$ cat config.mk
export PLATFORM = sky130hd
export DESIGN_NAME = ocs_fault_sequencer
export DESIGN_NICKNAME = d
export VERILOG_FILES = /design/src/rtl/ocs_pkg.sv /design/src/rtl/ocs_fault_sequencer.sv
export SDC_FILE = /design/constraint.sdc
export NUM_CORES = 1
export LEC_CHECK = 0
export ABC_CLOCK_PERIOD_IN_PS = 10100
export BUFFER_PORTS_ARGS = -buffer_cell sky130_fd_sc_hd__buf_4
export CORE_MARGIN = 4
export CORE_UTILIZATION = 45
export CTS_CLUSTER_SIZE = 8
export DETAILED_ROUTE_END_ITERATION = 6
export HOLD_SLACK_MARGIN = 0.15
export PLACE_DENSITY_LB_ADDON = 0.05
export SYNTH_ARGS = -nofsm -noshare
export SYNTH_HDL_FRONTEND = slang
export SYNTH_SLANG_ARGS = --single-unit
$ cat constraint.sdc
create_clock -name mclk -period 10.1 [get_ports mclk]
set_input_delay 2.02 -clock mclk [delete_from_list [all_inputs] [get_ports mclk]]
set_output_delay 2.02 -clock mclk [all_outputs]
set_load 0.005 [all_outputs]
$ cat src/rtl/ocs_pkg.sv
// constants, register map and carrier types of the overcurrent/thermal sequencer
package ocs_pkg;

    // time base
    localparam int CLK_HZ = 10_000_000;
    localparam int CLK_PERIOD_NS = 100;
    localparam int SAMPLE_WINDOW_NS = 75;
    localparam int SAMPLE_CYCLES = (SAMPLE_WINDOW_NS / CLK_PERIOD_NS) < 1 ?
        1 : SAMPLE_WINDOW_NS / CLK_PERIOD_NS;
    localparam int HICCUP_TIME_MS = 20;
    localparam int HICCUP_CYCLES = HICCUP_TIME_MS * (CLK_HZ / 1000);
    localparam int HICCUP_W = 18;

    // switching cycle shaping
    localparam int SET_WIDTH_SHIFT = 3;
    localparam logic [7:0] PERIOD_MIN = 8'h08;
    localparam logic [7:0] DUTY_FULL = 8'hFF;
    localparam logic [7:0] DUTY_HALF = 8'h80;
    localparam logic [7:0] DUTY_QUARTER = 8'h40;
    localparam logic [7:0] DUTY_EIGHTH = 8'h20;
    localparam logic [1:0] STAGE_LAST = 2'h3;
    localparam logic [1:0] OC_RUN_STEP = 2'h2;
    localparam logic [2:0] OK_RUN_STEP = 3'h3;
    localparam logic [6:0] OC_DEFAULT_CYCLES = 7'h08;
    localparam logic [9:0] OT_HYSTERESIS = 10'h019;

    // current limit codes for the three select-pin straps
    localparam logic [7:0] OC_LIMIT_FLOAT = 8'h40;
    localparam logic [7:0] OC_LIMIT_HIGH = 8'h60;
    localparam logic [7:0] OC_LIMIT_LOW = 8'h30;

    // register bus
    localparam int ADDR_W = 4;
    localparam int DATA_W = 16;
    localparam logic [ADDR_W-1:0] REG_OC_FAULT_LIMIT = 4'h0;
    localparam logic [ADDR_W-1:0] REG_OC_WARN_LIMIT = 4'h1;
    localparam logic [ADDR_W-1:0] REG_OC_RESPONSE = 4'h2;
    localparam logic [ADDR_W-1:0] REG_OT_LIMIT = 4'h3;
    localparam logic [ADDR_W-1:0] REG_OT_RESPONSE = 4'h4;
    localparam logic [ADDR_W-1:0] REG_SWITCH_PERIOD = 4'h5;
    localparam logic [ADDR_W-1:0] REG_CLEAR_FAULTS = 4'h6;
    localparam logic [ADDR_W-1:0] REG_STATUS = 4'h7;
    localparam logic [ADDR_W-1:0] REG_READ_CURRENT = 4'h8;
    localparam logic [ADDR_W-1:0] REG_READ_TEMP = 4'h9;
    localparam logic [ADDR_W-1:0] REG_SEQ_STATE = 4'hA;

    // reset values
    localparam logic [7:0] RST_OC_FAULT_LIMIT = 8'h40;
    localparam logic [11:0] RST_OC_WARN_LIMIT = 12'h300;
    localparam logic [3:0] RST_OC_RESPONSE = 4'h0;
    localparam logic [9:0] RST_OT_LIMIT = 10'h091;
    localparam logic [7:0] RST_SWITCH_PERIOD = 8'h20;

    // status bit positions
    localparam int ST_OC_FAULT = 0;
    localparam int ST_OC_WARN = 1;
    localparam int ST_OT_FAULT = 2;
    localparam int ST_OC_LATCHED = 3;
    localparam int ST_OT_LATCHED = 4;
    localparam int ST_W = 5;

    // overcurrent response field: bit 0 latch, bits 3:1 count code
    localparam int OCR_LATCH = 0;

    typedef enum logic [1:0] {
        OT_IGNORE = 2'b00,
        OT_INHIBIT = 2'b01,
        OT_LATCH = 2'b10
    } ocs_ot_resp_type;

    typedef enum logic [1:0] {
        OP_RUN = 2'b00,
        OP_HICCUP = 2'b01,
        OP_LATCHED = 2'b10
    } ocs_op_type;

    typedef struct packed {
        logic wr;
        logic rd;
        logic [ADDR_W-1:0] addr;
        logic [DATA_W-1:0] wdata;
    } ocs_bus_req_type;

    typedef struct packed {
        logic [11:0] iout;
        logic ioutValid;
        logic [9:0] temp;
        logic tempValid;
    } ocs_telem_type;

    typedef struct packed {
        logic convEnable;
        logic setPulse;
        logic hsGate;
        logic lsGate;
    } ocs_gate_type;

endpackage

$ cat src/rtl/ocs_fault_sequencer.sv
// overcurrent and over-temperature fault sequencer with register port
module ocs_fault_sequencer
    import ocs_pkg::*;
#(
    parameter int HICCUP_COUNT = HICCUP_CYCLES
) (
    input wire logic mclk,
    input wire logic rst_n,
    input wire ocs_bus_req_type busReq,
    output logic [DATA_W-1:0] busRdData,
    input wire ocs_telem_type telem,
    input wire logic [7:0] dutyNominal,
    input wire logic ocCompPin,
    input wire logic limitSelPullUpPin,
    input wire logic limitSelPullDownPin,
    input wire logic analogModePin,
    output ocs_gate_type gates,
    output logic [7:0] ocThreshold,
    output logic faultAlert_n
);

    typedef struct packed {
        logic [1:0] ocSync;
        logic [1:0] selUpSync;
        logic [1:0] selDnSync;
        logic [1:0] modeSync;
        logic [7:0] ocFaultLimit;
        logic [11:0] ocWarnLimit;
        logic [3:0] ocResponse;
        logic [9:0] otLimit;
        ocs_ot_resp_type otResponse;
        logic [7:0] switchPeriod;
        logic [DATA_W-1:0] rdData;
        logic [7:0] phase;
        logic ocSeen;
        logic [6:0] ocTotal;
        logic [1:0] ocRun;
        logic [2:0] okRun;
        logic [1:0] stage;
        ocs_op_type op;
        logic [HICCUP_W-1:0] hiccupCnt;
        logic otActive;
        logic otLatched;
        logic [ST_W-1:0] status;
        logic [11:0] iout;
        logic [9:0] temp;
        ocs_gate_type gates;
        logic [7:0] threshold;
        logic alert_n;
    } ocs_state_type;

    localparam ocs_state_type RESET_STATE = '{
        ocSync: 2'h0,
        selUpSync: 2'h0,
        selDnSync: 2'h0,
        modeSync: 2'h0,
        ocFaultLimit: RST_OC_FAULT_LIMIT,
        ocWarnLimit: RST_OC_WARN_LIMIT,
        ocResponse: RST_OC_RESPONSE,
        otLimit: RST_OT_LIMIT,
        otResponse: OT_INHIBIT,
        switchPeriod: RST_SWITCH_PERIOD,
        rdData: 16'h0000,
        phase: 8'h00,
        ocSeen: 1'b0,
        ocTotal: 7'h00,
        ocRun: 2'h0,
        okRun: 3'h0,
        stage: 2'h0,
        op: OP_RUN,
        hiccupCnt: 18'h0_0000,
        otActive: 1'b0,
        otLatched: 1'b0,
        status: 5'h00,
        iout: 12'h000,
        temp: 10'h000,
        gates: 4'h0,
        threshold: RST_OC_FAULT_LIMIT,
        alert_n: 1'b1
    };

    localparam logic [HICCUP_W-1:0] HICCUP_LAST =
        HICCUP_W'(HICCUP_COUNT - 1);
    localparam logic [7:0] SAMPLE_LEN = 8'(SAMPLE_CYCLES);
    ocs_state_type s;
    ocs_state_type next_s;

    // duty ceiling for each foldback stage
    function automatic logic [7:0] dutyCap(input logic [1:0] stage);
        logic [7:0] cap;
        case (stage)
            2'h0: cap = DUTY_FULL;
            2'h1: cap = DUTY_HALF;
            2'h2: cap = DUTY_QUARTER;
            2'h3: cap = DUTY_EIGHTH;
            default: cap = DUTY_FULL;
        endcase
        return cap;
    endfunction

    // limited-cycle budget from the response count code
    function automatic logic [6:0] limitCycles(input logic [2:0] code);
        logic [3:0] steps;
        steps = {1'b0, code} + 4'h1;
        return {steps, 3'b000};
    endfunction

    // three-way strap: floating reads high under pull-up, low under pull-down
    function automatic logic [7:0] strapLimit(input logic up,
                                              input logic dn);
        logic [7:0] lim;
        case ({up, dn})
            2'b10: lim = OC_LIMIT_FLOAT;
            2'b11: lim = OC_LIMIT_HIGH;
            2'b00: lim = OC_LIMIT_LOW;
            default: lim = OC_LIMIT_FLOAT;
        endcase
        return lim;
    endfunction

    always_comb begin
        logic analogMode;
        logic clearFaults;
        logic running;
        logic cycleEnd;
        logic lowDuty;
        logic latchOnLimit;
        logic [6:0] ocBudget;
        logic [6:0] totalNext;
        logic [7:0] effDuty;
        logic [7:0] setWidth;
        logic [15:0] onProduct;
        logic [7:0] onLen;
        logic [8:0] onEnd;
        logic tempOver;
        logic tempBack;
        logic [9:0] otRestart;
        logic hsOn;

        next_s = s;
        analogMode = 1'b0;
        clearFaults = 1'b0;
        running = 1'b0;
        cycleEnd = 1'b0;
        lowDuty = 1'b0;
        latchOnLimit = 1'b0;
        ocBudget = OC_DEFAULT_CYCLES;
        totalNext = 7'h00;
        effDuty = 8'h00;
        setWidth = 8'h00;
        onProduct = 16'h0000;
        onLen = 8'h00;
        onEnd = 9'h000;
        tempOver = 1'b0;
        tempBack = 1'b0;
        otRestart = 10'h000;
        hsOn = 1'b0;

        // pins cross in through two flops before anything looks at them
        next_s.ocSync = {s.ocSync[0], ocCompPin};
        next_s.selUpSync = {s.selUpSync[0], limitSelPullUpPin};
        next_s.selDnSync = {s.selDnSync[0], limitSelPullDownPin};
        next_s.modeSync = {s.modeSync[0], analogModePin};
        analogMode = s.modeSync[1];

        // register writes
        if (busReq.wr) begin
            case (busReq.addr)
                REG_OC_FAULT_LIMIT: next_s.ocFaultLimit = busReq.wdata[7:0];
                REG_OC_WARN_LIMIT: next_s.ocWarnLimit = busReq.wdata[11:0];
                REG_OC_RESPONSE: next_s.ocResponse = busReq.wdata[3:0];
                REG_OT_LIMIT: next_s.otLimit = busReq.wdata[9:0];
                REG_OT_RESPONSE: begin
                    // the unused fourth code falls back to inhibit
                    next_s.otResponse = (busReq.wdata[1:0] == 2'h3) ?
                        OT_INHIBIT : ocs_ot_resp_type'(busReq.wdata[1:0]);
                end
                REG_SWITCH_PERIOD: begin
                    // below eight clocks the set pulse would vanish
                    next_s.switchPeriod = (busReq.wdata[7:0] < PERIOD_MIN) ?
                        PERIOD_MIN : busReq.wdata[7:0];
                end
                REG_CLEAR_FAULTS: clearFaults = 1'b1;
                default: ;
            endcase
        end

        // read data stands one cycle after the strobe only
        next_s.rdData = 16'h0000;
        if (busReq.rd) begin
            case (busReq.addr)
                REG_OC_FAULT_LIMIT: next_s.rdData = {8'h00, s.ocFaultLimit};
                REG_OC_WARN_LIMIT: next_s.rdData = {4'h0, s.ocWarnLimit};
                REG_OC_RESPONSE: next_s.rdData = {12'h000, s.ocResponse};
                REG_OT_LIMIT: next_s.rdData = {6'h00, s.otLimit};
                REG_OT_RESPONSE: next_s.rdData = {14'h0000, s.otResponse};
                REG_SWITCH_PERIOD: next_s.rdData = {8'h00, s.switchPeriod};
                REG_STATUS: next_s.rdData = {11'h000, s.status};
                REG_READ_CURRENT: next_s.rdData = {4'h0, s.iout};
                REG_READ_TEMP: begin
                    next_s.rdData = {{6{s.temp[9]}}, s.temp};
                end
                REG_SEQ_STATE: begin
                    next_s.rdData = {1'b0, s.ocTotal, s.stage,
                                     s.otLatched, s.otActive, 2'h0, s.op};
                end
                default: next_s.rdData = 16'h0000;
            endcase
        end

        // sticky status: a clear in the same cycle as a new event loses
        if (clearFaults) begin
            next_s.status = '0;
            next_s.otLatched = 1'b0;
        end

        // telemetry
        if (telem.ioutValid) begin
            next_s.iout = telem.iout;
            if (telem.iout > s.ocWarnLimit) begin
                next_s.status[ST_OC_WARN] = 1'b1;
            end
        end
        if (telem.tempValid) begin
            next_s.temp = telem.temp;
        end

        // comparator reference: strap in analog mode, register otherwise
        if (analogMode) begin
            next_s.threshold = strapLimit(s.selUpSync[1],
                                          s.selDnSync[1]);
        end else begin
            next_s.threshold = s.ocFaultLimit;
        end

        // over-temperature with hysteresis
        otRestart = s.otLimit - OT_HYSTERESIS;
        tempOver = $signed(s.temp) > $signed(s.otLimit);
        tempBack = $signed(s.temp) <= $signed(otRestart);
        next_s.status[ST_OT_FAULT] = next_s.status[ST_OT_FAULT] | tempOver;
        case (s.otResponse)
            OT_IGNORE: next_s.otActive = 1'b0;
            OT_INHIBIT: begin
                if (tempOver) begin
                    next_s.otActive = 1'b1;
                end else if (tempBack) begin
                    next_s.otActive = 1'b0;
                end
            end
            OT_LATCH: begin
                next_s.otActive = 1'b0;
                if (tempOver) begin
                    next_s.otLatched = 1'b1;
                    next_s.status[ST_OT_LATCHED] = 1'b1;
                end
            end
            default: next_s.otActive = 1'b0;
        endcase

        // phase parks at 0 while off, so a restart opens on a set pulse
        running = (s.op == OP_RUN) && !s.otActive && !s.otLatched;
        cycleEnd = s.phase >= s.switchPeriod - 8'h01;
        next_s.phase = (cycleEnd || !running) ? 8'h00 : s.phase + 8'h01;
        setWidth = s.switchPeriod >> SET_WIDTH_SHIFT;
        lowDuty = dutyNominal < DUTY_EIGHTH;
        effDuty = (dutyNominal < dutyCap(s.stage)) ?
            dutyNominal : dutyCap(s.stage);
        onProduct = s.switchPeriod * effDuty;
        onLen = onProduct[15:8];
        onEnd = {1'b0, setWidth} + {1'b0, onLen};
        // high side opens only at set fall, never on a mid-cycle duty rise
        hsOn = (s.phase == setWidth || (s.gates.hsGate && s.phase > setWidth))
               && ({1'b0, s.phase} < onEnd);
        // valley sample right after the set pulse rises
        if (running && s.phase < SAMPLE_LEN && s.ocSync[1]) begin
            next_s.ocSeen = 1'b1;
        end
        // limited-cycle budget and final action
        if (analogMode) begin
            ocBudget = OC_DEFAULT_CYCLES;
        end else begin
            ocBudget = limitCycles(s.ocResponse[3:1]);
            latchOnLimit = s.ocResponse[OCR_LATCH];
        end

        case (s.op)
            OP_RUN: begin
                if (running && cycleEnd) begin
                    next_s.ocSeen = 1'b0;
                    if (s.ocSeen) begin
                        next_s.status[ST_OC_FAULT] = 1'b1;
                        totalNext = s.ocTotal + 7'h01;
                        next_s.ocTotal = totalNext;
                        next_s.okRun = 3'h0;
                        if (s.ocRun == OC_RUN_STEP) begin
                            next_s.ocRun = 2'h0;
                            if (s.stage != STAGE_LAST && !lowDuty) begin
                                next_s.stage = s.stage + 2'h1;
                            end
                        end else begin
                            next_s.ocRun = s.ocRun + 2'h1;
                        end
                        if (totalNext >= ocBudget) begin
                            if (latchOnLimit) begin
                                next_s.op = OP_LATCHED;
                                next_s.status[ST_OC_LATCHED] = 1'b1;
                            end else begin
                                next_s.op = OP_HICCUP;
                                next_s.hiccupCnt = '0;
                            end
                        end
                    end else begin
                        next_s.ocRun = 2'h0;
                        if (s.stage != 2'h0) begin
                            if (s.okRun == OK_RUN_STEP) begin
                                next_s.okRun = 3'h0;
                                next_s.stage = s.stage - 2'h1;
                            end else begin
                                next_s.okRun = s.okRun + 3'h1;
                            end
                        end else begin
                            // a clean cycle at full duty ends the episode
                            next_s.okRun = 3'h0;
                            next_s.ocTotal = 7'h00;
                        end
                    end
                end
            end
            OP_HICCUP: begin
                // off period timed on mclk, the internal reference
                next_s.hiccupCnt = s.hiccupCnt + 1'b1;
                next_s.ocSeen = 1'b0;
                if (s.hiccupCnt >= HICCUP_LAST) begin
                    next_s.op = OP_RUN;
                    next_s.hiccupCnt = '0;
                    next_s.ocTotal = 7'h00;
                    next_s.ocRun = 2'h0;
                    next_s.okRun = 3'h0;
                    next_s.stage = 2'h0;
                end
            end
            OP_LATCHED: begin
                next_s.ocSeen = 1'b0;
                if (clearFaults) begin
                    next_s.op = OP_RUN;
                    next_s.ocTotal = 7'h00;
                    next_s.ocRun = 2'h0;
                    next_s.okRun = 3'h0;
                    next_s.stage = 2'h0;
                end
            end
            default: next_s.op = OP_RUN;
        endcase

        // gate drive: both switches off whenever conversion is disabled
        next_s.gates.convEnable = running;
        next_s.gates.setPulse = running && (s.phase < setWidth);
        next_s.gates.hsGate = running && hsOn;
        next_s.gates.lsGate = running && !hsOn;

        next_s.alert_n = ~(|next_s.status);
    end

    always_ff @(posedge mclk) begin
        if (!rst_n) begin
            s <= RESET_STATE;
        end else begin
            s <= next_s;
        end
    end

    assign busRdData = s.rdData;
    assign gates = s.gates;
    assign ocThreshold = s.threshold;
    assign faultAlert_n = s.alert_n;

endmodule // ocs_fault_sequencer

-- Yosys cells after proc, flatten, opt, wreduce, memory -nomap -nowiden
Index checks and enable logic that the tools add are counted.
- output and inout bits: 29
- input bits: 60
- register bits after elaboration: 153
- word-level logic and storage cells: 179
- muxes and demuxes: 46
- $lt $le $gt $ge: 13
- $mul: 1
- bitwise operators: 3
- add/subtract/negate cells: 11
- equal/unequal tests: 34
- reduce and logical (&&, ||, !) cells: 41
- operators with widths (cell ; count):
    one-hot mux 16 bit (10 select lines) ; 1
    one-hot mux 15 bit (3 select lines) ; 1
    two-way mux 20 bit ; 2
    one-hot mux 18 bit (2 select lines) ; 1
    two-way mux 35 bit ; 1
    two-way mux 34 bit ; 1
    one-hot mux 8 bit (4 select lines) ; 1
    two-way mux 8 bit ; 3
    adder 18 x 1 -> 18 bit, second input constant ; 1
    greater-or-equal comparator 18 bit, second input constant ; 1
    two-way mux 18 bit ; 1
    two-way mux 2 bit ; 9
    equality test 4 x 3 -> 1 bit, second input constant ; 4
    multiplier 8 x 8 -> 16 bit ; 1
    two-way mux 1 bit ; 16
    two-way mux 16 bit ; 1
    AND reduction 2 bit ; 8
    AND reduction 5 bit ; 3
    equality test 2 bit, second input constant ; 7
    two-way mux 14 bit ; 1
    two-way mux 7 bit ; 2
    one-hot mux 7 bit (2 select lines) ; 1
    equality test 4 bit, second input constant ; 3
    greater-than comparator 12 bit ; 1
    other kinds (45) ; 78

-- Logic depth before layout (Yosys ltp)
- depth after elaboration: 11
- depth in mapped cells: 38
- mapped depth without buffers: 37

-- Least setup slack after synthesis
Ideal clock, no wire load.
- path type: input to register
- start point: input dutyNominal[3]
- end point: register s, in the netlist gates[1]
- path buffers: 1
- library setup time: 0.115 ns
- data required time: 9.985 ns
- arrival time: 8.871 ns
- stages on the path: 31
- slack: 1.113 ns
- cell sequence: ha_1 -> o21a_1 -> nor2_1 -> o31ai_1 -> clkbuf_1 -> mux2i_1 -> nand2b_1 -> fa_1 -> fa_1 -> inv_1 -> fa_1 -> inv_1 -> fa_1 -> inv_1 -> ha_1 -> nand4b_1 -> o32ai_1 -> a21oi_1 -> xnor2_1 -> ha_1 -> a21o_1 -> a21o_1 -> a21o_1 -> a21oi_1 -> nor3_1 -> xor2_1 -> ha_1 -> nand2_1 -> o21ai_0 -> o41ai_2 -> and3_1
- word-level cells in the longest chain between the ends: 7
- ends and longest elaborated chain (what ; RTL line ; source):
    from (decl) ; ocs_fault_sequencer.sv:12 ; input wire logic [7:0] dutyNominal,
    < comparator 8 bit ; ocs_fault_sequencer.sv:266 ; effDuty = (dutyNominal < dutyCap(s.stage)) ?
    two-way mux 8 bit (*) ; ocs_fault_sequencer.sv:266 ;
    multiplier 8 x 8 -> 16 bit (*) ; ocs_fault_sequencer.sv:268 ; onProduct = s.switchPeriod * effDuty;
    adder 5 x 8 -> 9 bit (*) ; ocs_fault_sequencer.sv:270 ; onEnd = {1'b0, setWidth} + {1'b0, onLen};
    < comparator 8 x 9 -> 1 bit (*) ; ocs_fault_sequencer.sv:273 ; && ({1'b0, s.phase} < onEnd);
    logical AND 1 bit (*) ; ocs_fault_sequencer.sv:273 ;
    logical AND 1 bit (*) ; ocs_fault_sequencer.sv:358 ; next_s.gates.hsGate = running && hsOn;
    to (signal assigned) ; ocs_fault_sequencer.sv:368 ; s <= next_s;
    to (decl) ; ocs_fault_sequencer.sv:85 ; ocs_state_type s;
Mark *: on every way between the ends. The rest lies on a longest branch, timed or not.
A chain may end at the register's enable or synchronous reset.

-- Worst setup path after layout
- start point: input dutyNominal[6]
- end point: register s, in the netlist gates[1]
The elaborated chain is that of the path after synthesis.

==> results.yml <==
logic_synthesis:
  synth-simple-area-share_pct: 19.5
  postSynthCellCount: 1235
  dominantRegCellSynth: "sky130_fd_sc_hd__dfxtp_1"
  synth_top_family_by_area: "adder cells"
  yosys-mux-area-fraction_pct: 5.41
  synth.largest_area_cell: "sky130_fd_sc_hd__dfxtp_1"
  syn_nets: 1448
  yosysWarnings: 0
  xor_and_xnor_area_share_after_synthesis_pct: 4.50
  ys_seq_elements: 153
  syn-cell-area_um2: 10500
  synth-edff-count: 0
  synthesis.area_per_instance_um2: 8.52
  share_of_the_synthesized_area_in_the_top_cell_type_pct: 29.1
  synth_cell_type_count: 64
  yosysSeqAreaShare_pct: 29.1
  synth-adder-area-share_pct: 20.8
  synth.top_cells.by_area: "sky130_fd_sc_hd__dfxtp_1 29%, sky130_fd_sc_hd__ha_1 14%, sky130_fd_sc_hd__fa_1 6.9%, sky130_fd_sc_hd__nor2_1 5.5%, sky130_fd_sc_hd__mux2i_1 4.7%"
  async_flop_share_pct: 0
  synth_compound_area_share_pct: 13.9
routing:
  vias: 8669
  wirelength_mm: 27.7
  route.detailed.vias_per_inst: 5.40
  wl_per_cell_um: 17.3
  drtPass1Iterations: 7
  drcViolationCount: 0
  drt_iter0_markers: 555
  drtAntennaViolNets: 0
global_routing:
  grt_use_total_pct: 21.6
  grt_overflow_total: 0
  pin_count_of_the_biggest_net_entering_global_routing: 75
  first_global_vias: 8292
  grt_antenna_before_repair: 0
  grt_first_pass_wirelength_mm: 44.7
sta:
  timing.final.setup_violations: 0
  final_critical_path_setup_slack_ps: 857
  unrepaired_setup_endpoints_after_global_routing: "no"
  maxSlewViolCount: 0
  post-route-min-period_ps: 9240
  timing.final.hold_violations: 0
  final_layout_setup_total_negative_slack_ps: 0
  post-route-period-util_pct: 91.5
  clock-skew-final_ps: 16.7
  timing.slew.headroom_pct: 46.2
  fmax_mhz: 108
  timing_worst_slew_pin_value_ps: 807
clock_network:
  cts.clk_slew.worst_paths_ps: 60
  clock_latency_late_sink_ps: 440
  htreeDepth: 4
  cts_buf_count: 17
  cts_hold_buf: 0
  clock_tree.buffer_depth: 2
  postCtsResizedCells: 0
  clock-root-buffer: "sky130_fd_sc_hd__clkbuf_16"
  clkSinkCount: 153
  tritoncts: "built"
  post-cts-setup-buffer-count: 0
final_layout:
  ff_latch_area_um2: 3060
  multiInputGateArea_um2: 6740
  nets: 1491
  count_of_inserted_antenna_diode_cells: 0
  area.growth.synth_to_final_pct: 12.6
  num-fill-cells: 2263
  layout_cell_share_with_drive_strength_beyond_1_pct: 10.7
placement:
  place_worst_setup_slack_ps: 406
  buffer_ports.inserted: 84
  hpwl_mm: 21.4
  gp_congestion: 0.917
floorplan:
  io_pins: 89
  design.die.area_um2: 25900
  initial_utilization_pct: 46.0
  die_height_um: 161
  core_um2: 22800
  die_w_um: 161
  core.rowCount: 55
power:
  power.share.clock_pct: 44.3
  power_density_nw_per_um2: 125
  switching_share_pct: 26.5
  seqPwrFrac_pct: 43.0
  comb_power_share_pct: 12.7
  power.static_leakage_nw: 5.33
  p_int_w: 0.00109
  worst_ir_drop_vdd_v: 0.0000968
  power.net_switching_w: 0.000392
worst_setup_path:
  setup.worst_path.start: "dutyNominal[6]"
  worst-path-max-fanout: 7
  worst_r2r_src: "s[62]"
  crit_type: "input port to register"
  crit_family: "adder cells"
  critPathLaunchType: "input port"
  timing.critical_path.slowest_cell_delay_ps: 530
  timing.critical_path.slowest_stage_cell: "sky130_fd_sc_hd__fa_1"
  critPathArrivalTime_ps: 9570
  critical_path_required_ps: 10430
  worstPathBufferInverterCount: 5
  kind_of_end_point_of_the_critical_path: "register"
outcome:
  run_status: "finished clean"
job:
  drv_cap: 0
min_path:
  min_from: "next_s[150]"
  min_path_type: "register to register"
-- cell type report --
class / instances / share of cell area, %
clock buffer: 21 / 3.97
timing repair buffer: 91 / 5.77
inverter: 97 / 3.07
multi-input combinational: 918 / 56.9
tap: 313 / 3.31
sequential: 153 / 25.8
clock inverter: 11 / 1.15
-- flip-flops by register name, summed over array words and instances (netlist names) --
| name | cells |
|---|---|
| gates | 4 |
| s | 120 |
| next_s | 4 |
| busRdData | 16 |
| faultAlert_n | 1 |
| ocThreshold | 8 |
-- per-layer routing --
metal,vias up,wire length [um],track usage (%)
met3,25,1860,4.13
met2,249,11700,31.3
met1,4073,13800,33.0
met4,0,371,5.12
met5,-,0,0
li1,4322,-,-
-- placed cells by master, fill, tap and decap left out, drive strengths merged, types with 8 or more instances in the layout --
cell and n:
a22oi 13, xnor2 39, nor2 154, nand2 103, buf 91, nand3 33, fa 36, o21ai 32
nand2b 18, a31oi 12, xor2 15, a22o 8, and2 32, a21o 18, nor3 28, o21a 16
dfxtp 153, nor2b 16, a21oi 64, and3 11, nand4 9, inv 99, nor4 8, mux2i 49
clkbuf 21, ha 117
-- kinds of logic after synthesis --
logic type | after synthesis
and+or+nand+nor | 438
DFF | 153
adders and majority gates | 153
buffers and inverters | 164
xor gates and xnor gates | 54
AOI/OAI and AO/OA | 217
muxes | 56
-- Yosys cell counts (all sizes together), types with 8 or more instances --
| cell type | n |
|---|---|
| nor2 | 154 |
| dfxtp | 153 |
| ha | 117 |
| nand2 | 103 |
| inv | 96 |
| a21oi | 64 |
| mux2i | 49 |
| xnor2 | 39 |
| fa | 36 |
| buf | 34 |
| clkbuf | 33 |
| nand3 | 33 |
| and2 | 32 |
| o21ai | 32 |
| nor3 | 28 |
| a21o | 18 |
| nand2b | 18 |
| nor2b | 16 |
| o21a | 16 |
| xor2 | 15 |
| a22oi | 13 |
| a31oi | 12 |
| and3 | 11 |
| nand4 | 9 |
| a22o | 8 |
| nor4 | 8 |
-- final timing paths --
kind | endpoint | slack (ps) | depth (start not counted)
setup / recovery | gates[1] | 860 | 31
hold / removal | s[150] | 430 | 1
setup reg to reg | gates[1] | 1540 | 32
hold reg to reg | s[150] | 430 | 1
-- power groups by stage --
| stage | sequential [W] | clock [W] | combinational, W |
|---|---|---|---|
| 2_1_floorplan | 0.000640 | 0 | 0.000131 |
| 3_3_place_gp | 0.000650 | 0 | 0.000186 |
| 3_5_place_dp | 0.000650 | 0 | 0.000188 |
| 4_1_cts | 0.000637 | 0.000670 | 0.000189 |
| 5_1_grt | 0.000639 | 0.000695 | 0.000214 |
| 6_report | 0.000637 | 0.000657 | 0.000188 |
-- worst reg2reg max path: cells and delay by family (launching register included) --
| family | cells | cell delay (ps) |
|---|---|---|
| AOI/OAI and AO/OA | 9 | 2040 |
| DFF | 1 | 490 |
| xor gates and xnor gates | 2 | 520 |
| muxes | 1 | 460 |
| adders and majority gates | 9 | 3600 |
| and+or+nand+nor | 6 | 770 |
| buffers and inverters | 5 | 560 |
-- metrics by stage --
| stage | std cells | hold WS, ps | cell area (um2) | util [%] | power, W |
|---|---|---|---|---|---|
| CTS | 1604 | 432 | 11800 | 51.9 | 0.00150 |
| detailed placement | 1572 | 417 | 11200 | 49.2 | 0.000838 |
| global route | 1604 | 443 | 11800 | 51.9 | 0.00155 |
| global placement | 1572 | 416 | 11200 | 49.2 | 0.000837 |
| floorplan | 1235 | 412 | 10500 | - | 0.000771 |
| finish | 1604 | 431 | 11800 | 51.9 | 0.00148 |
Power figures use the tool's default switching activity.
